===== src/pixel_serializer_defs.vh =====
// Constants for the 21-to-3 pixel serializer
`ifndef PIXEL_SERIALIZER_DEFS_VH
`define PIXEL_SERIALIZER_DEFS_VH
`define PIX_WIDTH 21
`define LANE_COUNT 3
`define BITS_PER_LANE 7
`define SYS_CLK_MHZ 250
`define LOCK_TIME_MS 10
// Longest lock time in cycles, an exact product
`define LOCK_CYCLES (`LOCK_TIME_MS * 1000 * `SYS_CLK_MHZ)
// Divisor turning the lock time into a count of captures
`define LOCK_DIV 64
`define CLK_HIGH_SLOTS 4
`define SLOT_LAST 3'h6
`endif


===== src/lvds_pixel_serializer_21to3.v =====
// Pixel serializer: 21 parallel bits onto three lanes plus forwarded clock
`timescale 1ns/100ps
`include "pixel_serializer_defs.vh"

module lvds_pixel_serializer_21to3 #(
    parameter LOCK_CYCLES = `LOCK_CYCLES,
    parameter PIX_WIDTH = `PIX_WIDTH,
    parameter LANES = `LANE_COUNT
) (
    // Clock and reset
    input wire sys_clk,
    input wire resetn,
    // Parallel side from graphics controller
    input wire [PIX_WIDTH-1:0] parallel_pixel_in,
    input wire pixel_shift_clock_in,
    input wire strobe_edge_select,
    input wire power_down_n,
    // Serial lanes, differential, with enables
    output reg [LANES-1:0] serial_lane_out_p,
    output reg [LANES-1:0] serial_lane_out_n,
    output reg [LANES-1:0] serial_lane_oe,
    // Forwarded clock pair
    output reg forwarded_clock_out_p,
    output reg forwarded_clock_out_n,
    output reg forwarded_clock_oe,
    // Status and back-pressure
    output reg lock_done,
    output reg word_dropped
);

localparam CW = 32;
// Sized once here so the compare below needs no part-select of a parameter
localparam [CW-1:0] LOCK_LIMIT = LOCK_CYCLES / `LOCK_DIV;

// ------------------------------------------------------------
// Input synchronisers
// ------------------------------------------------------------
reg [2:0] clk_sync_r;
reg [1:0] sel_sync_r;
reg [1:0] pd_sync_r;
reg [PIX_WIDTH-1:0] pix_s1_r;
reg [PIX_WIDTH-1:0] pix_s2_r;
always @(posedge sys_clk or negedge resetn)
begin
    if (!resetn)
    begin
        clk_sync_r <= 3'h0;
        sel_sync_r <= 2'h0;
        pd_sync_r <= 2'h0;
        pix_s1_r <= {PIX_WIDTH{1'b0}};
        pix_s2_r <= {PIX_WIDTH{1'b0}};
    end
    else
    begin
        clk_sync_r <= {clk_sync_r[1:0], pixel_shift_clock_in};
        sel_sync_r <= {sel_sync_r[0], strobe_edge_select};
        pd_sync_r <= {pd_sync_r[0], power_down_n};
        pix_s1_r <= parallel_pixel_in;
        pix_s2_r <= pix_s1_r;
    end
end

// Edges seen on synchronised copies only
wire clk_rise = clk_sync_r[1] & ~clk_sync_r[2];
wire clk_fall = ~clk_sync_r[1] & clk_sync_r[2];
// Open pin reads low via pull-down, giving falling edge
wire rise_mode = sel_sync_r[1];
wire capture = rise_mode ? clk_rise : clk_fall;
wire powered = pd_sync_r[1];

// ------------------------------------------------------------
// Lock timer: output only valid once settled
// ------------------------------------------------------------
reg [CW-1:0] lock_cnt_r;
reg locked_r;
always @(posedge sys_clk or negedge resetn)
begin
    if (!resetn)
    begin
        lock_cnt_r <= {CW{1'b0}};
        locked_r <= 1'b0;
    end
    else if (!powered)
    begin
        lock_cnt_r <= {CW{1'b0}};
        locked_r <= 1'b0;
    end
    else if (!locked_r && capture)
    begin
        // Counts only while the shift clock toggles
        if (lock_cnt_r >= LOCK_LIMIT)
            locked_r <= 1'b1;
        lock_cnt_r <= lock_cnt_r + {{(CW-1){1'b0}}, 1'b1};
    end
end

// ------------------------------------------------------------
// Two-entry buffer between capture and serializer
// ------------------------------------------------------------
reg [PIX_WIDTH-1:0] buf_mem_r [0:1];
reg wr_ptr_r;
reg rd_ptr_r;
reg [1:0] count_r;
wire buf_in_ready = (count_r != 2'h2);
wire buf_out_valid = (count_r != 2'h0);
wire push = capture & locked_r;
wire do_push = push & buf_in_ready;
wire pop;
always @(posedge sys_clk or negedge resetn)
begin
    if (!resetn)
    begin
        wr_ptr_r <= 1'b0;
        rd_ptr_r <= 1'b0;
        count_r <= 2'h0;
        buf_mem_r[0] <= {PIX_WIDTH{1'b0}};
        buf_mem_r[1] <= {PIX_WIDTH{1'b0}};
    end
    else if (!powered)
    begin
        wr_ptr_r <= 1'b0;
        rd_ptr_r <= 1'b0;
        count_r <= 2'h0;
    end
    else
    begin
        if (do_push)
        begin
            buf_mem_r[wr_ptr_r] <= pix_s2_r;
            wr_ptr_r <= ~wr_ptr_r;
        end
        if (pop)
            rd_ptr_r <= ~rd_ptr_r;
        case ({do_push, pop})
            2'b10: count_r <= count_r + 2'h1;
            2'b01: count_r <= count_r - 2'h1;
            default: count_r <= count_r;
        endcase
    end
end

// ------------------------------------------------------------
// Serializer: seven slots per shift clock period
// ------------------------------------------------------------
// Slot pacing from the measured shift clock period
reg [7:0] period_cnt_r;
reg [7:0] period_r;
reg [7:0] slot_tick_r;
reg [2:0] slot_r;
reg active_r;
reg [PIX_WIDTH-1:0] shift_word_r;
wire slot_step = (slot_tick_r == 8'h00);
wire [7:0] slot_len = (period_r / 8'h07 == 8'h00) ? 8'h01 : period_r / 8'h07;
assign pop = buf_out_valid & (!active_r | (slot_step & (slot_r == `SLOT_LAST)));

always @(posedge sys_clk or negedge resetn)
begin
    if (!resetn)
    begin
        period_cnt_r <= 8'h00;
        period_r <= 8'h10;
    end
    else if (capture)
    begin
        period_cnt_r <= 8'h00;
        period_r <= period_cnt_r + 8'h01;
    end
    else if (period_cnt_r != 8'hFF)
        period_cnt_r <= period_cnt_r + 8'h01;
end

always @(posedge sys_clk or negedge resetn)
begin
    if (!resetn)
    begin
        slot_tick_r <= 8'h00;
        slot_r <= 3'h0;
        active_r <= 1'b0;
        shift_word_r <= {PIX_WIDTH{1'b0}};
    end
    else if (!powered)
    begin
        active_r <= 1'b0;
        slot_r <= 3'h0;
        slot_tick_r <= 8'h00;
    end
    else if (pop)
    begin
        shift_word_r <= buf_mem_r[rd_ptr_r];
        active_r <= 1'b1;
        slot_r <= 3'h0;
        slot_tick_r <= slot_len - 8'h01;
    end
    else if (active_r)
    begin
        if (slot_step)
        begin
            slot_tick_r <= slot_len - 8'h01;
            if (slot_r == `SLOT_LAST)
                active_r <= 1'b0; // Underrun: idle until next word
            else
                slot_r <= slot_r + 3'h1;
        end
        else
            slot_tick_r <= slot_tick_r - 8'h01;
    end
end

// ------------------------------------------------------------
// Lane mapping: lane k, slot s carries bit 7k+6-s, MSB slot first
// ------------------------------------------------------------
wire [LANES-1:0] lane_bit;
genvar k;
generate
    for (k = 0; k < LANES; k = k + 1)
    begin : g_lane
        assign lane_bit[k] = shift_word_r[k*`BITS_PER_LANE + (`SLOT_LAST - slot_r)];
    end
endgenerate

// Forwarded clock high for first four slots, low for three
wire fwd_clk = active_r & (slot_r < `CLK_HIGH_SLOTS);

// ------------------------------------------------------------
// Output registers; floated while powered down
// ------------------------------------------------------------
always @(posedge sys_clk or negedge resetn)
begin
    if (!resetn)
    begin
        serial_lane_out_p <= {LANES{1'b0}};
        serial_lane_out_n <= {LANES{1'b0}};
        serial_lane_oe <= {LANES{1'b0}};
        forwarded_clock_out_p <= 1'b0;
        forwarded_clock_out_n <= 1'b0;
        forwarded_clock_oe <= 1'b0;
        lock_done <= 1'b0;
        word_dropped <= 1'b0;
    end
    else
    begin
        serial_lane_out_p <= lane_bit & {LANES{active_r}};
        serial_lane_out_n <= ~lane_bit | {LANES{~active_r}};
        serial_lane_oe <= {LANES{powered & locked_r}};
        forwarded_clock_out_p <= fwd_clk;
        forwarded_clock_out_n <= ~fwd_clk;
        forwarded_clock_oe <= powered & locked_r;
        lock_done <= locked_r;
        // Pulse: a capture found the buffer full
        word_dropped <= push & ~buf_in_ready;
    end
end

endmodule


===== config.mk =====
export PLATFORM = sky130hd
export DESIGN_NAME = lvds_pixel_serializer_21to3
export DESIGN_NICKNAME = d
export VERILOG_FILES = /design/src/lvds_pixel_serializer_21to3.v
export VERILOG_INCLUDE_DIRS = /design/src
export SDC_FILE = /design/constraint.sdc
export NUM_CORES = 1
export LEC_CHECK = 0
export ABC_AREA = 0
export BUFFER_PORTS_ARGS = -buffer_cell sky130_fd_sc_hd__buf_2
export CAP_MARGIN = 10
export CORE_UTILIZATION = 45
export DETAILED_ROUTE_END_ITERATION = 10
export PLACE_DENSITY = 0.63
export SKIP_LAST_GASP = 1
export SYNTH_ARGS = -nofsm -noshare
export SYNTH_HDL_FRONTEND = slang
export SYNTH_SLANG_ARGS = --single-unit

===== constraint.sdc =====
create_clock -name sys_clk -period 5.3 [get_ports sys_clk]
set_input_delay 0.53 -clock sys_clk [delete_from_list [all_inputs] [get_ports sys_clk]]
set_output_delay 0.53 -clock sys_clk [all_outputs]
set_load 0.01 [all_outputs]

==> results by group, run 1 <==
CTS
  – # Post-CTS Setup Buffers: 0
  – CTS tree: yes
  – Worst-path clk slew: 70 ps
  – Post-CTS sizing: 0
  – # hold bufs at CTS: 0
  – Root buffer cell: clkbuf_16
  – Clk Latency, worst-skew pair: 430 ps
  – Clock net sink count: 188
  – Htree depth: 4
  – Clock buffer depth: 2
  – Num CTS Buffers: 17

Critical path
  – Worst Path Required: 5620 ps
  – Worst Path Arrival: 5110 ps
  – Crit Path Max Fanout: 14
  – Reg-to-Reg Start: period_r[5]$_DFFE_PN0P_
  – R2r endpoint: slot_tick_r[4]$_DFFE_PN0P_
  – Worst setup path endpoint: slot_tick_r[4]$_DFFE_PN0P_
  – Crit Path Category: reg2reg
  – Worst setup startpoint: period_r[5]$_DFFE_PN0P_
  – Type of origin of the critical path: register
  – Worst reg2reg setup slack: 510 ps
  – Worst setup EP type: register
  – Reg2Reg Depth: 18

GRT
  – Vias in the first global route: 5757
  – Overflow after GRT: 0
  – First-pass GRT wire length: 28400 um
  – Largest net degree at the start of global routing: 75
  – Initial antenna violation count: 0
  – Global-route usage over all layers: 0.180

Synthesis
  – Mean area per synthesized cell: 11.2 um^2
  – Share of the synthesized area in the top cell type: 0.538
  – Most frequent cell after synthesis: dfrtp_1
  – Sequential fraction of the synthesis area: 0.541
  – Synth Warn #: 0
  – Mapped Cells: 776
  – Post-synth EDFFs: 0
  – Mapped cell area: 8700 um^2
  – FFs w/ async S/R, synth: 1.00
  – Ranking of synthesized cells by area: dfrtp_1 54%, mux2_2 6.0%, mux2i_1 3.5%
  – Most used DFF post-synth: dfrtp_1
  – Number of library cell types mapped by synthesis: 80
  – Dominant cell type by area after synthesis: dfrtp_1
  – Syn_nets: 816
  – Post-synth top cells: 187 x dfrtp_1, 70 x nand2_1, 66 x nor2_1
  – FF+latch count, synth: 188

Routing
  – DR WL/cell: 15.2 um
  – Initial DRC count: 256
  – Via density: 5.40
  – Pre-Repair DR Iteration Count: 4
  – DRC viols: 0
  – Antenna Nets Post-Route: 0
  – Number of vias in the routed layout: 5813
  – Total length of routed wires: 16400 um

Placed design
  – Routability cong.: 0.857
  – Dpl hpwl: 10900 um
  – Cells after DPL: 1045
  – Port Buffer Count: 39
  – Pre-CTS WS: 522 ps

Power
  – P_int: 2.48 mW
  – Switching Fraction: 0.305
  – Leakage: 4.39 nW
  – Part of the power in registers: 0.450
  – Clock power frac: 0.359
  – Maximum VDD drop: 304 uV
  – Psw: 1.09 mW
  – Power Total: 3.57 mW
  – PD cells: 368 nW/um^2
  – Logic pwr share: 0.191

Timing
  – Crit share post-route: 0.904
  – Fin crit period: 4790 ps
  – Setup Viol. Count Final: 0
  – RSZ-0062 raised after global routing: false
  – Max Slew Vio Count: 0
  – Clk_skew: 10.1 ps
  – TNS Setup: 0 ps
  – Max-slew headroom at the worst pin: 0.211
  – Worst-Margin Slew: 1180 ps
  – Final hold vios: 0
  – Final worst slack: 510 ps
  – FMAX: 0.209 GHz

Worst hold path
  – Worst hold path class: in2async

Cells and area
  – # fillers: 1663
  – Final #Nets: 844
  – Synth-to-layout area growth: 11.6%
  – Share of layout cells above drive strength 1: 0.200
  – Antenna diodes: 0
  – Post-Layout Cell Count: 1077

Die
  – # rows: 50
  – Die ar.: 19900 um^2
  – Die Height: 141 um
  – Core area: 18800 um^2
  – IO Count: 40
  – Initial Utilization: 0.462
  – Die X: 141 um

Run
  – Max Cap Violations: 0

Outcome
  – Outcome: completed
## worst max-delay path, cell delays in order (launching register included)
cell and delay [ps]:
dfrtp_1 570, ha_1 440, a21oi_1 160, a221o_2 350
o21ai_1 400, a21oi_1 130, o211ai_1 350, inv_1 80
ha_1 270, and3b_2 210, or3_2 400, o211a_1 280
nor2_1 120, ha_1 210, nand3_1 100, xor2_1 160
a21oi_1 150, o22ai_1 90, a22o_1 190
## logic make-up (layout without fill, tap and decap cells)
logic type | count (synthesis) | after routing | share of synthesized area
adders and majority gates | 14 | 14 | 0.0201
and+or+nand+nor | 246 | 246 | 0.143
AOI/OAI and AO/OA | 142 | 142 | 0.107
buffers and inverters | 58 | 99 | 0.0308
DFF | 188 | 188 | 0.541
xor gates and xnor gates | 44 | 44 | 0.0443
muxes | 84 | 84 | 0.115
## power by group through the flow
stage | Clock [mW] | Sequential (mW) | Combinational, mW
detailed placement | 0 | 1.63 | 0.683
finish | 1.28 | 1.61 | 0.681
global placement | 0 | 1.63 | 0.667
CTS | 1.32 | 1.61 | 0.684
floorplan | 0 | 1.58 | 0.573
global route | 1.38 | 1.62 | 0.775
## per-layer routing
layer | up-vias | GRT usage | part of all wire
met5 | - | 0 | 0
met2 | 77 | 0.292 | 0.49
li1 | 2811 | - | -
met4 | 0 | 0.0566 | 0.013
met3 | 13 | 0.0377 | 0.024
met1 | 2912 | 0.242 | 0.47
## sequential cells by signal (all words and copies together) (netlist names), 8 cells and up
register / count
buf_mem_r: 42
period_cnt_r: 8
slot_tick_r: 8
pix_s2_r: 21
lock_cnt_r: 32
shift_word_r: 21
pix_s1_r: 21
period_r: 8
## layout by cell type (no fill, tap or decap), types with 12 or more instances in the layout
cell,Yosys,routed
a21oi_1,37,37
and3_1,12,12
buf_2,1,38
clkbuf_16,0,17
dfrtp_1,187,187
ha_1,14,14
inv_1,19,19
mux2_2,46,46
mux2i_1,30,30
nand2_1,70,70
nand3_1,22,22
nor2_1,66,66
o21ai_0,42,42
xnor2_1,19,19
xor2_1,25,25
## final cells by class
cell class,instances,area (um^2),area share
inverter,20,75.1,0.00773
clock inverter,14,170,0.0175
tap,260,325,0.0335
timing repair buffer,47,264,0.0272
sequential,188,4710,0.485
clock buffer,18,439,0.0452
multi-input combinational,530,3730,0.384
## worst min-delay path by stage
stage,from,to,slack (ps),cells past startpoint
2_1_floorplan,resetn,active_r$_DFF_PN0_,230,0
3_3_place_gp,pix_s1_r[2]$_DFF_PN0_,pix_s2_r[2]$_DFF_PN0_,330,0
3_5_place_dp,pix_s1_r[12]$_DFF_PN0_,pix_s2_r[12]$_DFF_PN0_,330,0
4_1_cts,resetn,lock_cnt_r[28]$_DFFE_PN0P_,120,1
5_1_grt,resetn,lock_cnt_r[24]$_DFFE_PN0P_,120,1
6_report,resetn,lock_cnt_r[29]$_DFFE_PN0P_,80,1
## through the flow
stage	utilization	hold slack, ps	cell area (um^2)
finish	0.516	79.3	9710
CTS	0.516	121	9710
global placement	0.483	332	9100
floorplan	-	234	8700
global route	0.516	124	9710
detailed placement	0.483	335	9100
Note: power is estimated with default switching activity, not from simulation.
==> run 2, diff against run 1 <==
- GPL_ROUTABILITY_DRIVEN: default -> 1
- clock period: 5.3 -> 4.7 ns (I/O delays scaled with it)
==> results by group, run 2 (synthesis gave the netlist of run 1 again) <==
Power
  – Power Total: 4.04 mW
  – Psw: 1.27 mW
  – P_int: 2.77 mW
  – Part of the power in registers: 0.445
  – PD cells: 413 nW/um^2
  – Clock power frac: 0.350
  – Maximum VDD drop: 258 uV
  – Leakage: 4.43 nW
  – Logic pwr share: 0.206
  – Switching Fraction: 0.315

Cells and area
  – Reg with most FFs: buf_mem_r
  – # fillers: 1645
  – Share of layout cells above drive strength 1: 0.212
  – Max FFs per register: 42
  – Final #Nets: 853
  – Most common cell after layout, fill and taps aside: dfrtp_1
  – Synth-to-layout area growth: 12.5%
  – Antenna diodes: 0
  – Most frequent cells in the layout: 187 x dfrtp_1, 70 x nand2_1, 66 x nor2_1
  – Largest registers: buf_mem_r (42), lock_cnt_r (32)

Run
  – Max Cap Violations: 0

Routing
  – Antenna Nets Post-Route: 0
  – Initial DRC count: 311
  – DR WL/cell: 15.4 um
  – DRC viols: 0
  – Total length of routed wires: 16700 um
  – Pre-Repair DR Iteration Count: 4
  – Via density: 5.42
  – Number of vias in the routed layout: 5883

Timing
  – Setup Viol. Count Final: 0
  – Crit share post-route: 0.941
  – Clk_skew: 12.4 ps
  – Max-slew headroom at the worst pin: 0.370
  – TNS Setup: 0 ps
  – Final worst slack: 276 ps
  – Worst-Margin Slew: 946 ps
  – Max Slew Vio Count: 0
  – Fin crit period: 4420 ps
  – Final hold vios: 0
  – RSZ-0062 raised after global routing: false
  – FMAX: 0.226 GHz

GRT
  – Initial antenna violation count: 0
  – Vias in the first global route: 5815
  – Overflow after GRT: 0
  – First-pass GRT wire length: 28600 um
  – Largest net degree at the start of global routing: 121
  – Global-route usage over all layers: 0.181

Critical path
  – Crit Path Category: reg2reg
  – Worst Path Required: 5020 ps
  – Reg2Reg Depth: 18
  – Worst setup EP type: register
  – Worst Path Arrival: 4750 ps
  – Crit Path Max Fanout: 5
  – Type of origin of the critical path: register

CTS
  – Root buffer cell: clkbuf_16
  – Num CTS Buffers: 17
  – # hold bufs at CTS: 0
  – Clock buffer depth: 2
  – Worst-path clk slew: 80 ps
  – Htree depth: 4
  – Clk Latency, worst-skew pair: 430 ps
  – Clock net sink count: 188
  – CTS tree: yes

Placed design
  – Port Buffer Count: 39
  – Dpl hpwl: 11300 um
  – Pre-CTS WS: 139 ps
  – Routability cong.: 0.808

Die
  – Die X: 141 um
  – IO Count: 40
  – Initial Utilization: 0.462
  – Die ar.: 19900 um^2
  – Core area: 18800 um^2
  – Die Height: 141 um
  – # rows: 50

Worst hold path
  – Worst hold path class: in2reg
  – Hold path cells: 1

Outcome
  – Outcome: completed
[run 2: cell count changes in the layout (fill, tap and decap cells not counted), moves of 2 or more]
cell / before / now
buf_4: 8 / 17
clkinv_8: 2 / 6
clkinv_4: 2 / 0
inv_8: 5 / 2
[run 2: routing by layer]
metal,share of wire,GRT usage,routed length [um]
met1,0.48,0.247,7980
met2,0.49,0.292,8120
met3,0.024,0.0363,406
met4,0.011,0.0543,180
met5,0,0,0
[run 2: per-stage QoR]
stage / instance area (um^2) / cells / hold slack, ps / util
floorplan: 8700 / 776 / 174 / -
global placement: 9150 / 1052 / 331 / 0.486
detailed placement: 9150 / 1052 / 336 / 0.486
CTS: 9750 / 1084 / 120 / 0.518
global route: 9790 / 1086 / 111 / 0.520
finish: 9790 / 1086 / 133 / 0.520
[run 2: final timing paths]
kind / slack, ps / from / to
worst max-delay path: 280 / period_r[5]$_DFFE_PN0P_ / slot_tick_r[4]$_DFFE_PN0P_
worst min-delay path: 130 / parallel_pixel_in[12] / pix_s1_r[12]$_DFF_PN0_
worst max register to register: 280 / period_r[5]$_DFFE_PN0P_ / slot_tick_r[4]$_DFFE_PN0P_
worst min register to register: 350 / pix_s1_r[7]$_DFF_PN0_ / pix_s2_r[7]$_DFF_PN0_
max in group asynchronous: 3450 / resetn / buf_mem_r[0]$_DFFE_PN0P_
min in group asynchronous: 140 / resetn / lock_cnt_r[3]$_DFFE_PN0P_
[run 2: repair_timing]
item                       in CTS  in global routing
buffers inserted                0                  2
setup endpoints to repair       0                  1
resized for setup               0                  5
[run 2: area by class of cell]
class	instances	area, um^2	area share
inverters	20	75.1	0.00766
clock inverters	14	170	0.0174
flip-flops and latches	188	4710	0.480
repair buffers	56	332	0.0339
clock buffers	18	429	0.0438
multi-input cells	530	3760	0.384
well taps	260	325	0.0332
[run 2: power by group through the flow]
stage                     combinational [mW]  sequential [mW]  clock [mW]
after detailed placement               0.797             1.83           0
after global routing                   0.934             1.82        1.51
after floorplan                        0.647             1.78           0
after CTS                              0.804             1.80        1.45
after global placement                 0.781             1.82           0
final                                  0.831             1.80        1.41
[run 2: critical path: stages (launching register included)]
cell      delay [ps]
dfrtp_1          380
ha_1             390
nor4bb_4         360
a221o_2          240
o21ai_2          120
a2111o_1         380
o211ai_1         170
inv_1             80
ha_1             260
and3b_2          210
or3_2            410
o211a_1          290
nor2_1           120
ha_1             210
nand3_1          100
xor2_1           160
a21oi_1          150
o22ai_1           90
a22o_1           190
==> run 3, diff against run 2 <==
- PLACE_DENSITY: 0.63 -> 0.66
- clock period: 4.7 -> 3.8 ns (I/O delays scaled with it)
==> results by group, run 3 (synthesis gave the netlist of run 1 again) <==
Outcome
  – Outcome: finished with violations
  – Failing checks: negative setup slack

Placed design
  – Routability cong.: 0.834
  – Cells after DPL: 1086
  – Dpl hpwl: 10500 um
  – Pre-CTS WS: -169 ps
  – Port Buffer Count: 39

Critical path
  – Crit-path max cell delay: 430 ps
  – Crit Path Max Fanout: 5
  – Reg-to-Reg Start: period_r[6]$_DFFE_PN0P_
  – Worst path cell trace: ha_4 -> nor4bb_4 -> a221o_2 -> o21ai_4 -> a2111o_1 -> o211ai_1 -> inv_1 -> ha_1 -> and3b_2 -> or3_4 -> o211a_1 -> nor2_1 -> ha_2 -> nand3_2 -> xor2_1 -> a21oi_1 -> o22ai_1 -> a22o_1
  – Worst Path Required: 4130 ps
  – CP max-delay cell: dfrtp_2
  – R2r endpoint: slot_tick_r[4]$_DFFE_PN0P_
  – Type of origin of the critical path: register
  – Worst reg2reg setup slack: -160 ps
  – Worst Path Arrival: 4290 ps
  – Reg2Reg Depth: 18
  – Worst setup EP type: register
  – Crit Path Category: reg2reg

CTS
  – CTS tree: yes
  – Clk Latency, worst-skew pair: 440 ps
  – Htree depth: 4
  – Clock buffer depth: 2
  – Clock net sink count: 188
  – Num CTS Buffers: 17
  – Root buffer cell: clkbuf_16
  – Worst-path clk slew: 80 ps

Die
  – Die ar.: 19900 um^2
  – Die Height: 141 um
  – Die X: 141 um
  – Initial Utilization: 0.462
  – Core area: 18800 um^2
  – # rows: 50
  – IO Count: 40

GRT
  – Global-route usage over all layers: 0.176
  – First-pass GRT wire length: 27800 um
  – Initial antenna violation count: 0
  – Vias in the first global route: 5725
  – Largest net degree at the start of global routing: 124
  – Overflow after GRT: 0

Routing
  – Antenna Nets Post-Route: 0
  – DRC viols: 0
  – Initial DRC count: 283
  – Total length of routed wires: 15900 um
  – Via density: 5.21
  – DR WL/cell: 14.1 um
  – Number of vias in the routed layout: 5855
  – Pre-Repair DR Iteration Count: 4

Power
  – Psw: 1.63 mW
  – Logic pwr share: 0.251
  – Maximum VDD drop: 306 uV
  – Leakage: 4.63 nW
  – P_int: 3.66 mW
  – Switching Fraction: 0.308
  – Clock power frac: 0.333
  – Part of the power in registers: 0.416
  – PD cells: 522 nW/um^2

Timing
  – Clk_skew: 13.5 ps
  – Setup Viol. Count Final: 2
  – Worst-Margin Slew: 952 ps
  – FMAX: 0.252 GHz
  – Final worst slack: -161 ps
  – Final hold vios: 0
  – RSZ-0062 raised after global routing: true
  – Max Slew Vio Count: 0
  – Crit share post-route: 1.04
  – Max-slew headroom at the worst pin: 0.365
  – Fin crit period: 3960 ps

Cells and area
  – Most common cell after layout, fill and taps aside: dfrtp_1
  – Largest registers: buf_mem_r (42), lock_cnt_r (32)
  – Most frequent cells in the layout: 186 x dfrtp_1, 70 x nand2_1, 64 x nor2_1
  – Util after Layout: 0.539
  – Max FFs per register: 42
  – Antenna diodes: 0
  – Synth-to-layout area growth: 16.7%
  – Share of layout cells above drive strength 1: 0.257
  – Final #Nets: 890
  – Post-Layout Cell Count: 1123
  – Reg with most FFs: buf_mem_r

Worst hold path
  – HP Start: parallel_pixel_in[8]
  – Worst hold path class: in2reg
  – Hold path cells: 1
  – Worst Hold End: pix_s1_r[8]$_DFF_PN0_

Run
  – Max Cap Violations: 0
==> run 3: what timing repair did <==
action                     CTS  global route
gates resized for setup      0             4
setup endpoints to repair    2             5
hold buffers                 0             0
buffers inserted             4             1
pin swaps                    2             2
==> run 3: area by class of cell <==
cell class              instances  area [um^2]
flip-flops and latches        188         4710
fillers                      1646         8680
multi-input cells             530         3810
clock inverters                14          170
inverters                      20         75.1
well taps                     260          325
clock buffers                  18          439
repair buffers                 93          622
==> run 3: through the flow <==
| stage | instance area (um^2) | setup TNS (ps) | power [mW] | hold slack, ps |
|---|---|---|---|---|
| 2_1_floorplan | 8770 | -182 | 3.04 | 84.4 |
| 3_3_place_gp | 9490 | -172 | 3.46 | 332 |
| 3_5_place_dp | 9490 | -269 | 3.47 | 335 |
| 4_1_cts | 10100 | -246 | 5.30 | 17.2 |
| 5_1_grt | 10200 | -1170 | 5.60 | 12.3 |
| 6_report | 10200 | -272 | 5.30 | 36.8 |
==> run 3: worst max-delay path by stage <==
stage / cells after the start / slack, ps / startpoint / endpoint
final: 18 / -160 / period_r[6]$_DFFE_PN0P_ / slot_tick_r[4]$_DFFE_PN0P_
after global routing: 18 / -430 / period_r[6]$_DFFE_PN0P_ / slot_tick_r[4]$_DFFE_PN0P_
after CTS: 18 / -160 / period_r[6]$_DFFE_PN0P_ / slot_tick_r[4]$_DFFE_PN0P_
after detailed placement: 18 / -170 / period_r[6]$_DFFE_PN0P_ / slot_tick_r[4]$_DFFE_PN0P_
after global placement: 18 / -140 / period_r[6]$_DFFE_PN0P_ / slot_tick_r[4]$_DFFE_PN0P_
after floorplan: 18 / -180 / period_r[6]$_DFFE_PN0P_ / slot_tick_r[4]$_DFFE_PN0P_
==> run 3: power by group through the flow <==
| stage | sequential [mW] | combinational, mW | clock (mW) |
|---|---|---|---|
| after floorplan | 2.21 | 0.835 | 0 |
| after global placement | 2.24 | 1.23 | 0 |
| after detailed placement | 2.24 | 1.23 | 0 |
| after CTS | 2.20 | 1.28 | 1.82 |
| after global routing | 2.22 | 1.48 | 1.90 |
| final | 2.20 | 1.33 | 1.77 |
==> run 3: layer usage <==
metal	wire (um)	track usage
met3	409	0.0377
met2	7360	0.277
met1	7910	0.243
met4	178	0.0589
met5	0	0
==> run 3: worst max-delay path: cells and delay by family (launching register included) <==
kind	cells	cell delay, ps
DFF	1	430
and+or+nand+nor	5	1000
xor gates and xnor gates	1	160
adders and majority gates	3	740
buffers and inverters	1	70
AOI/OAI and AO/OA	8	1470
